[src/include/rof_pkg.sv]
// shared constants for the rail override and fault mask register block
package rof_pkg;
   // --------------------------------------------------------------------
   // register map
   // --------------------------------------------------------------------
   localparam logic [7:0] OVR_ADDR = 8'ha1;
   localparam logic [7:0] MASK_ADDR = 8'ha2;
   localparam logic [7:0] OVR_RESET = 8'h89;
   localparam logic [7:0] MASK_RESET = 8'hc0;
   localparam logic [7:0] READ_UNMAPPED = 8'h00;
   // --------------------------------------------------------------------
   // field layout of the override / output level register
   // --------------------------------------------------------------------
   localparam int FORCE_LSB = 0;
   localparam int LEVEL_LSB = 4;
   localparam int RAIL_W = 4;
   localparam int GPO_W = 4;
   localparam int FAULT_W = 8;
   localparam int PIN_FOUR = 3;
   // --------------------------------------------------------------------
   // serial interface
   // --------------------------------------------------------------------
   localparam logic [6:0] DEV_ADDR_DEFAULT = 7'h5e;
   localparam logic [3:0] OD_CFG_DEFAULT = 4'hf;
   localparam logic [2:0] LAST_BIT = 3'h7;
   localparam logic [2:0] CNT_ZERO = 3'h0;
   localparam logic [2:0] CNT_ONE = 3'h1;
   localparam logic [7:0] PTR_STEP = 8'h01;

   typedef enum logic [8:0] {
      ST_IDLE     = 9'h001,
      ST_ADDR     = 9'h002,
      ST_ACK_ADDR = 9'h004,
      ST_PTR      = 9'h008,
      ST_WDATA    = 9'h010,
      ST_ACK_WR   = 9'h020,
      ST_RDATA    = 9'h040,
      ST_RACK     = 9'h080,
      ST_RNEXT    = 9'h100
   } rof_state_e;
endpackage

[src/design/rof_regs.sv]
// serial-bus register bank: rail override / output levels and fault masks
// Overview of operation
// - bit 7 sets pin four, open-drain only
// - bits 6..4 set pins three, two, one
// - bit 3 forces termination LDO on
// - bit 2 forces load switch B two on
// - bit 1 forces load switch B one on
// - bit 0 forces LDO A three on
// - kill bit low forces rail off, wins
// - mask bit 7 ignores LDO A two faults
// - mask bit 6 ignores switch A one faults
// - mask bit 5 ignores step-down six faults
// - mask bit 4 ignores step-down five faults
// - mask bit 3 ignores step-down four faults
// - mask bit 2 ignores step-down three faults
// - mask bit 1 ignores step-down two faults
// - mask bit 0 ignores step-down one faults
// - mask register resets to its printed value
module rof_regs #(
   parameter logic [6:0] DEV_ADDR = rof_pkg::DEV_ADDR_DEFAULT,
   parameter logic [rof_pkg::GPO_W-1:0] OD_CFG = rof_pkg::OD_CFG_DEFAULT
) (
   input wire logic SYS_CLK,
   input wire logic RST,
   input wire logic SCL_IN,
   input wire logic SDA_IN,
   output logic SDA_OUT,
   output logic SDA_OE_N,
   input wire logic [rof_pkg::RAIL_W-1:0] RAIL_PIN_REQ,
   input wire logic [rof_pkg::RAIL_W-1:0] RAIL_KILL_N,
   input wire logic [rof_pkg::FAULT_W-1:0] RAIL_FAULT,
   input wire logic GPO_FOUR_ALT,
   output logic [rof_pkg::RAIL_W-1:0] RAIL_ON,
   output logic SHUTDOWN_REQ,
   output logic [rof_pkg::GPO_W-1:0] GPO_OUT,
   output logic [rof_pkg::GPO_W-1:0] GPO_OE_N
);
   // --------------------------------------------------------------------
   // state
   // --------------------------------------------------------------------
   rof_pkg::rof_state_e state_reg, state_next;
   logic [2:0] cnt_reg, cnt_next;
   logic [7:0] shift_reg, shift_next;
   logic [7:0] tx_reg, tx_next;
   logic [7:0] ptr_reg, ptr_next;
   logic rd_reg, rd_next;
   logic drv_reg, drv_next;
   logic [7:0] ovr_reg, ovr_next;
   logic [7:0] mask_reg, mask_next;
   logic scl_q_reg, sda_q_reg;
   logic scl_rise, scl_fall, start_cond, stop_cond;
   logic [7:0] rd_byte;
   logic [7:0] in_byte;
   logic byte_done;
   logic bus_quiet;

   function automatic logic [7:0] rof_read(input logic [7:0] ptr, input logic [7:0] ovr,
                                           input logic [7:0] mask);
      logic [7:0] val;
      val = rof_pkg::READ_UNMAPPED;
      if (ptr == rof_pkg::OVR_ADDR) begin
         val = ovr;
      end else if (ptr == rof_pkg::MASK_ADDR) begin
         val = mask;
      end
      return val;
   endfunction

   // --------------------------------------------------------------------
   // bus condition detection
   // --------------------------------------------------------------------
   always_ff @(posedge SYS_CLK) begin
      if (RST) begin
         scl_q_reg <= 1'b1;
         sda_q_reg <= 1'b1;
      end else begin
         scl_q_reg <= SCL_IN;
         sda_q_reg <= SDA_IN;
      end
   end

   assign scl_rise = SCL_IN & ~scl_q_reg;
   assign scl_fall = ~SCL_IN & scl_q_reg;
   assign start_cond = scl_q_reg & SCL_IN & sda_q_reg & ~SDA_IN;
   assign stop_cond = scl_q_reg & SCL_IN & ~sda_q_reg & SDA_IN;
   assign in_byte = {shift_reg[6:0], SDA_IN};
   assign rd_byte = rof_read(ptr_reg, ovr_reg, mask_reg);
   assign byte_done = scl_rise && (cnt_reg == rof_pkg::LAST_BIT);
   // no start or stop this cycle, so the state case decides the next step
   assign bus_quiet = ~start_cond & ~stop_cond;

   // --------------------------------------------------------------------
   // protocol engine and register writes
   // --------------------------------------------------------------------
   always_comb begin
      state_next = state_reg;
      cnt_next = cnt_reg;
      shift_next = shift_reg;
      tx_next = tx_reg;
      ptr_next = ptr_reg;
      rd_next = rd_reg;
      drv_next = drv_reg;
      ovr_next = ovr_reg;
      mask_next = mask_reg;
      if (start_cond) begin
         state_next = rof_pkg::ST_ADDR;
         cnt_next = rof_pkg::CNT_ZERO;
         drv_next = 1'b0;
      end else if (stop_cond) begin
         state_next = rof_pkg::ST_IDLE;
         drv_next = 1'b0;
      end else begin
         case (state_reg)
            rof_pkg::ST_IDLE: begin
               drv_next = 1'b0;
            end
            rof_pkg::ST_ADDR: begin
               if (scl_rise) begin
                  shift_next = in_byte;
                  cnt_next = cnt_reg + rof_pkg::CNT_ONE;
                  if (byte_done) begin
                     cnt_next = rof_pkg::CNT_ZERO;
                     rd_next = SDA_IN;
                     if (shift_reg[6:0] == DEV_ADDR) begin
                        state_next = rof_pkg::ST_ACK_ADDR;
                     end else begin
                        state_next = rof_pkg::ST_IDLE;
                     end
                  end
               end
            end
            rof_pkg::ST_ACK_ADDR: begin
               if (scl_fall) begin
                  if (!drv_reg) begin
                     drv_next = 1'b1;
                  end else if (rd_reg) begin
                     tx_next = rd_byte;
                     drv_next = ~rd_byte[7];
                     cnt_next = rof_pkg::CNT_ZERO;
                     state_next = rof_pkg::ST_RDATA;
                  end else begin
                     drv_next = 1'b0;
                     state_next = rof_pkg::ST_PTR;
                  end
               end
            end
            rof_pkg::ST_PTR, rof_pkg::ST_WDATA: begin
               if (scl_rise) begin
                  shift_next = in_byte;
                  cnt_next = cnt_reg + rof_pkg::CNT_ONE;
                  if (byte_done) begin
                     cnt_next = rof_pkg::CNT_ZERO;
                     state_next = rof_pkg::ST_ACK_WR;
                     if (state_reg == rof_pkg::ST_PTR) begin
                        ptr_next = in_byte;
                     end else begin
                        // write lands on the eighth data bit, pins follow next cycle
                        if (ptr_reg == rof_pkg::OVR_ADDR) begin
                           ovr_next = in_byte;
                        end
                        if (ptr_reg == rof_pkg::MASK_ADDR) begin
                           mask_next = in_byte;
                        end
                        ptr_next = ptr_reg + rof_pkg::PTR_STEP;
                     end
                  end
               end
            end
            rof_pkg::ST_ACK_WR: begin
               if (scl_fall) begin
                  if (!drv_reg) begin
                     drv_next = 1'b1;
                  end else begin
                     drv_next = 1'b0;
                     state_next = rof_pkg::ST_WDATA;
                  end
               end
            end
            rof_pkg::ST_RDATA: begin
               if (scl_rise) begin
                  cnt_next = cnt_reg + rof_pkg::CNT_ONE;
                  if (byte_done) begin
                     cnt_next = rof_pkg::CNT_ZERO;
                     state_next = rof_pkg::ST_RACK;
                  end
               end else if (scl_fall) begin
                  tx_next = {tx_reg[6:0], 1'b0};
                  drv_next = ~tx_reg[6];
               end
            end
            rof_pkg::ST_RACK: begin
               if (scl_fall) begin
                  drv_next = 1'b0;
               end else if (scl_rise) begin
                  if (!SDA_IN) begin
                     ptr_next = ptr_reg + rof_pkg::PTR_STEP;
                     state_next = rof_pkg::ST_RNEXT;
                  end else begin
                     state_next = rof_pkg::ST_IDLE;
                  end
               end
            end
            rof_pkg::ST_RNEXT: begin
               if (scl_fall) begin
                  tx_next = rd_byte;
                  drv_next = ~rd_byte[7];
                  state_next = rof_pkg::ST_RDATA;
               end
            end
            default: begin
               state_next = rof_pkg::ST_IDLE;
               drv_next = 1'b0;
            end
         endcase
      end
   end

   always_ff @(posedge SYS_CLK) begin
      if (RST) begin
         state_reg <= rof_pkg::ST_IDLE;
         cnt_reg <= rof_pkg::CNT_ZERO;
         shift_reg <= 8'h00;
         tx_reg <= 8'h00;
         ptr_reg <= 8'h00;
         rd_reg <= 1'b0;
         drv_reg <= 1'b0;
         ovr_reg <= rof_pkg::OVR_RESET;
         mask_reg <= rof_pkg::MASK_RESET;
      end else begin
         state_reg <= state_next;
         cnt_reg <= cnt_next;
         shift_reg <= shift_next;
         tx_reg <= tx_next;
         ptr_reg <= ptr_next;
         rd_reg <= rd_next;
         drv_reg <= drv_next;
         ovr_reg <= ovr_next;
         mask_reg <= mask_next;
      end
   end

   assign SDA_OUT = 1'b0;
   assign SDA_OE_N = ~drv_reg;

   // --------------------------------------------------------------------
   // rails, fault shutdown and general outputs
   // --------------------------------------------------------------------
   rof_rail_ctl u_rail (
      .clk(SYS_CLK),
      .rst(RST),
      .force_on(ovr_reg[rof_pkg::FORCE_LSB +: rof_pkg::RAIL_W]),
      .kill_n(RAIL_KILL_N),
      .pin_req(RAIL_PIN_REQ),
      .fault_ignore(mask_reg),
      .fault(RAIL_FAULT),
      .rail_on(RAIL_ON),
      .shutdown(SHUTDOWN_REQ)
   );

   rof_gpo_drv #(
      .OD_CFG(OD_CFG)
   ) u_gpo (
      .clk(SYS_CLK),
      .rst(RST),
      .level(ovr_reg[rof_pkg::LEVEL_LSB +: rof_pkg::GPO_W]),
      .alt_four(GPO_FOUR_ALT),
      .pin_out(GPO_OUT),
      .pin_oe_n(GPO_OE_N)
   );
endmodule // rof_regs

[src/design/rof_rail_ctl.sv]
// rail enable resolution and fault shutdown gating
module rof_rail_ctl (
   input wire logic clk,
   input wire logic rst,
   input wire logic [rof_pkg::RAIL_W-1:0] force_on,
   input wire logic [rof_pkg::RAIL_W-1:0] kill_n,
   input wire logic [rof_pkg::RAIL_W-1:0] pin_req,
   input wire logic [rof_pkg::FAULT_W-1:0] fault_ignore,
   input wire logic [rof_pkg::FAULT_W-1:0] fault,
   output logic [rof_pkg::RAIL_W-1:0] rail_on,
   output logic shutdown
);
   logic [rof_pkg::RAIL_W-1:0] on_reg, on_next;
   logic shut_reg, shut_next;

   // kill wins, then force, then pin or power-good request
   always_comb begin
      on_next = kill_n & (force_on | pin_req);
      shut_next = |(fault & ~fault_ignore);
   end

   always_ff @(posedge clk) begin
      if (rst) begin
         on_reg <= '0;
         shut_reg <= 1'b0;
      end else begin
         on_reg <= on_next;
         shut_reg <= shut_next;
      end
   end

   assign rail_on = on_reg;
   assign shutdown = shut_reg;
endmodule // rof_rail_ctl

[src/design/rof_gpo_drv.sv]
// general output pin drivers, open-drain or push-pull per pin
module rof_gpo_drv #(
   parameter logic [rof_pkg::GPO_W-1:0] OD_CFG = rof_pkg::OD_CFG_DEFAULT
) (
   input wire logic clk,
   input wire logic rst,
   input wire logic [rof_pkg::GPO_W-1:0] level,
   input wire logic alt_four,
   output logic [rof_pkg::GPO_W-1:0] pin_out,
   output logic [rof_pkg::GPO_W-1:0] pin_oe_n
);
   logic [rof_pkg::GPO_W-1:0] out_reg, out_next;
   logic [rof_pkg::GPO_W-1:0] oe_n_reg, oe_n_next;
   logic [rof_pkg::GPO_W-1:0] lvl;

   always_comb begin
      lvl = level;
      // pin four takes the level bit only when wired open-drain
      if (!OD_CFG[rof_pkg::PIN_FOUR]) begin
         lvl[rof_pkg::PIN_FOUR] = alt_four;
      end
      out_next = lvl & ~OD_CFG;
      // open-drain: pull low for 0, release for 1; push-pull always drives
      oe_n_next = OD_CFG & lvl;
   end

   always_ff @(posedge clk) begin
      if (rst) begin
         out_reg <= '0;
         oe_n_reg <= '1;
      end else begin
         out_reg <= out_next;
         oe_n_reg <= oe_n_next;
      end
   end

   assign pin_out = out_reg;
   assign pin_oe_n = oe_n_reg;
endmodule // rof_gpo_drv

[config.mk]
export PLATFORM = sky130hd
export DESIGN_NAME = rof_regs
export DESIGN_NICKNAME = d
export VERILOG_FILES = /design/src/include/rof_pkg.sv /design/src/design/rof_regs.sv /design/src/design/rof_rail_ctl.sv /design/src/design/rof_gpo_drv.sv
export SDC_FILE = /design/constraint.sdc
export NUM_CORES = 1
export LEC_CHECK = 0
export BUFFER_PORTS_ARGS = -buffer_cell sky130_fd_sc_hd__buf_4
export CORE_MARGIN = 2
export CORE_UTILIZATION = 60
export DETAILED_ROUTE_END_ITERATION = 10
export PLACE_DENSITY_LB_ADDON = 0.1
export SLEW_MARGIN = 25
export SYNTH_ARGS = -nofsm -noshare
export SYNTH_HDL_FRONTEND = slang
export SYNTH_SLANG_ARGS = --single-unit
[constraint.sdc]
create_clock -name SYS_CLK -period 4.8 [get_ports SYS_CLK]
set_input_delay 0.96 -clock SYS_CLK [delete_from_list [all_inputs] [get_ports SYS_CLK]]
set_output_delay 0.96 -clock SYS_CLK [all_outputs]
set_load 0.005 [all_outputs]
==> reports/qor.yml <==
timing:
  finalSetupTns_ps: 0
  fmax_ghz: 0.368
  slew_violations: 0
  timing.final.ws_setup_ps: 2080
  hold_violations: 0
  setup_viol: 0
  period_needed_ps: 2720
  relSlewSlack_pct: 38.4
  fin_skew_ps: 7.91
  worst_slew_pin_slew_ps: 920
  rsz0062_at_grt: "no"
  fin_crit_sh_pct: 56.7
die:
  initial_core_util_pct: 62.0
  die_y_um: 79.4
  rows: 27
  die_w_um: 79.4
  core-area_um2: 5510
  die_area_um2: 6310
  ioPinCount: 36
logic_synthesis:
  syn_avg_cell_area_um2: 8.28
  yosysSeqAreaShare_pct: 37.0
  yosys_warnings: 0
  netlist_instances: 412
  synth.distinct_cells: 57
  synth_flop_cell: "dfxtp_1"
  ys_ff_latch: 63
  synthesis.area_um2: 3410
  synth_edf_count: 0
  async_flop_share_pct: 0
placement:
  portBuffers: 29
  hpwl_mm: 5.84
  place_ws_ps: 1780
  gp_congestion: 0.919
  dpl_cell_area_um2: 3610
cts:
  cts.sink_count: 63
  post_cts_buffers: 0
  clk_pin_slew_ps: 70
  clockBufferDepth: 2
  cts_hold_buffers: 0
  cts_tree: "yes"
  ctsHtreeMaxLevel: 3
  clock_latency_ps: 340
  cts_resized: 0
  cts-root-buf: "clkbuf_8"
  cts_made_buffers: 9
routing:
  drc: 0
  vias_per_cell: 6.30
  firstDrtPassIters: 5
  ant_nets: 0
  wl_mm: 8.48
  drt-initial-drc-count: 299
  num_vias: 3170
  wl_per_cell_um: 16.9
power_and_ir_drop:
  finalPower_w: 0.00110
  power.density_nw_per_um2: 288
  p_leak_nw: 1.38
  ir_worst_vdd_mv: 0.272
global_route:
  grt.total_usage_pct: 28.3
  grt_pass1_wl_mm: 13.9
  antenna_found_initial: 0
  grt_pass1_vias: 2865
  grt_max_degree: 48
  overflow: 0
setup_path:
  end_kind: "flop"
  startpoint_type: "input pin"
  critPathMaxFanout: 9
  required_ps: 5040
  crit_type: "input pin to flop"
  arrival_ps: 2960
  reg2reg_depth: 5
layout:
  multi_input_area_um2: 1970
  fin_nets: 453
  area_growth_pct: 11.9
  layout_commonest_cell: "dfxtp_1"
  n_antenna_cell: 0
  register_area_um2: 1260
  final_cell_mix: "dfxtp_1, nand2_1, nor2_1, buf_4, a21oi_1"
  fillers: 470
  largest_reg_flops: 9
  drive_above_1_share_pct: 13.9
  final_area_um2: 3820
flow_run:
  drv_cap: 0
status:
  status: "finished clean"
worst_hold_path:
  whs_path_depth: 2
  worst_hold_path_type: "flop to flop"
cell families after synthesis:
| family | share of synthesized area, % |
|---|---|
| simple gates | 27.5 |
| compound gates | 20.6 |
| flops | 37.0 |
| buf+inv | 6.16 |
| mux | 5.28 |
| xor+xnor | 1.54 |
| fa+ha+maj | 1.83 |
| other cells | 0.110 |
final cells by class:
class                   instances  area share, %
flip-flops and latches         63           33.0
inverters                      14           1.38
multi-input cells             308           51.6
clock inverters                 6           2.26
repair buffers                 31           6.10
well taps                      72           2.36
clock buffers                   9           3.24
per-layer routing:
layer / up-vias / part of all wire [%] / track usage, %
met5: - / 0 / 0
met4: 0 / 2.2 / 12.4
met3: 17 / 7.7 / 5.32
met2: 138 / 45 / 42.7
met1: 1472 / 45 / 39.4
li1: 1543 / - / -
critical path: stages:
cell	delay [ps]
buf_4	120
nor2b_1	400
nand2_1	330
nor4_4	750
nor2b_1	100
a211o_1	290
path summary, 6_finish.rpt:
path	start	end	slack (ps)
setup / recovery	SCL_IN	ovr_reg[7]	2080
hold / removal	tx_reg[0]	tx_reg[0]	470
setup reg to reg	state_reg[2]	ptr_reg[0]	2190
hold reg to reg	tx_reg[0]	tx_reg[0]	470
where the power goes:
part / switching (W) / internal, W / total (W)
clock network: 0.000212 / 0.000288 / 0.000500
registers: 0.00000512 / 0.000528 / 0.000533
logic: 0.0000390 / 0.0000282 / 0.0000672
total: 0.000256 / 0.000844 / 0.00110
Yosys cell counts, types with 2 or more instances:
master | n | share of area [%]
a21oi_1 | 30 | 4.4
nor4_1 | 9 | 1.7
a221oi_1 | 2 | 0.51
a31o_2 | 2 | 0.51
nand2b_1 | 7 | 1.3
o311ai_0 | 6 | 1.5
nor2_1 | 32 | 3.5
and4b_1 | 2 | 0.59
clkbuf_1 | 21 | 2.3
o21ai_0 | 19 | 2.8
or3_1 | 3 | 0.55
nand4_1 | 4 | 0.73
nor3b_1 | 4 | 0.88
o31ai_1 | 12 | 2.6
a31oi_1 | 7 | 1.3
a211oi_1 | 7 | 1.5
nor3_1 | 10 | 1.5
or2_2 | 7 | 1.3
and3_1 | 5 | 0.92
nand4b_1 | 3 | 0.77
nand3b_1 | 12 | 2.6
buf_4 | 5 | 1.1
a211o_1 | 4 | 1.0
nand3_1 | 15 | 2.2
inv_1 | 14 | 1.5
dfxtp_1 | 63 | 37
o211a_1 | 3 | 0.88
buf_1 | 2 | 0.22
nor2b_1 | 7 | 1.3
nand2_1 | 34 | 3.7
xor2_1 | 4 | 1.0
o22ai_1 | 2 | 0.37
or4_1 | 3 | 0.66
a41oi_1 | 2 | 0.51
xnor2_1 | 2 | 0.51
nor4b_1 | 4 | 1.0
buf_6 | 3 | 0.99
ha_1 | 5 | 1.8
mux2i_1 | 18 | 5.3
per-stage QoR:
step | hold WS [ps] | utilization, % | cells
finish | 468 | 69.3 | 503
global route | 503 | 69.3 | 503
CTS | 465 | 69.3 | 503
detailed placement | 455 | 65.5 | 488
global placement | 447 | 65.2 | 488
floorplan | 432 | - | 416
No activity file was read; power rests on OpenSTA's default activity.
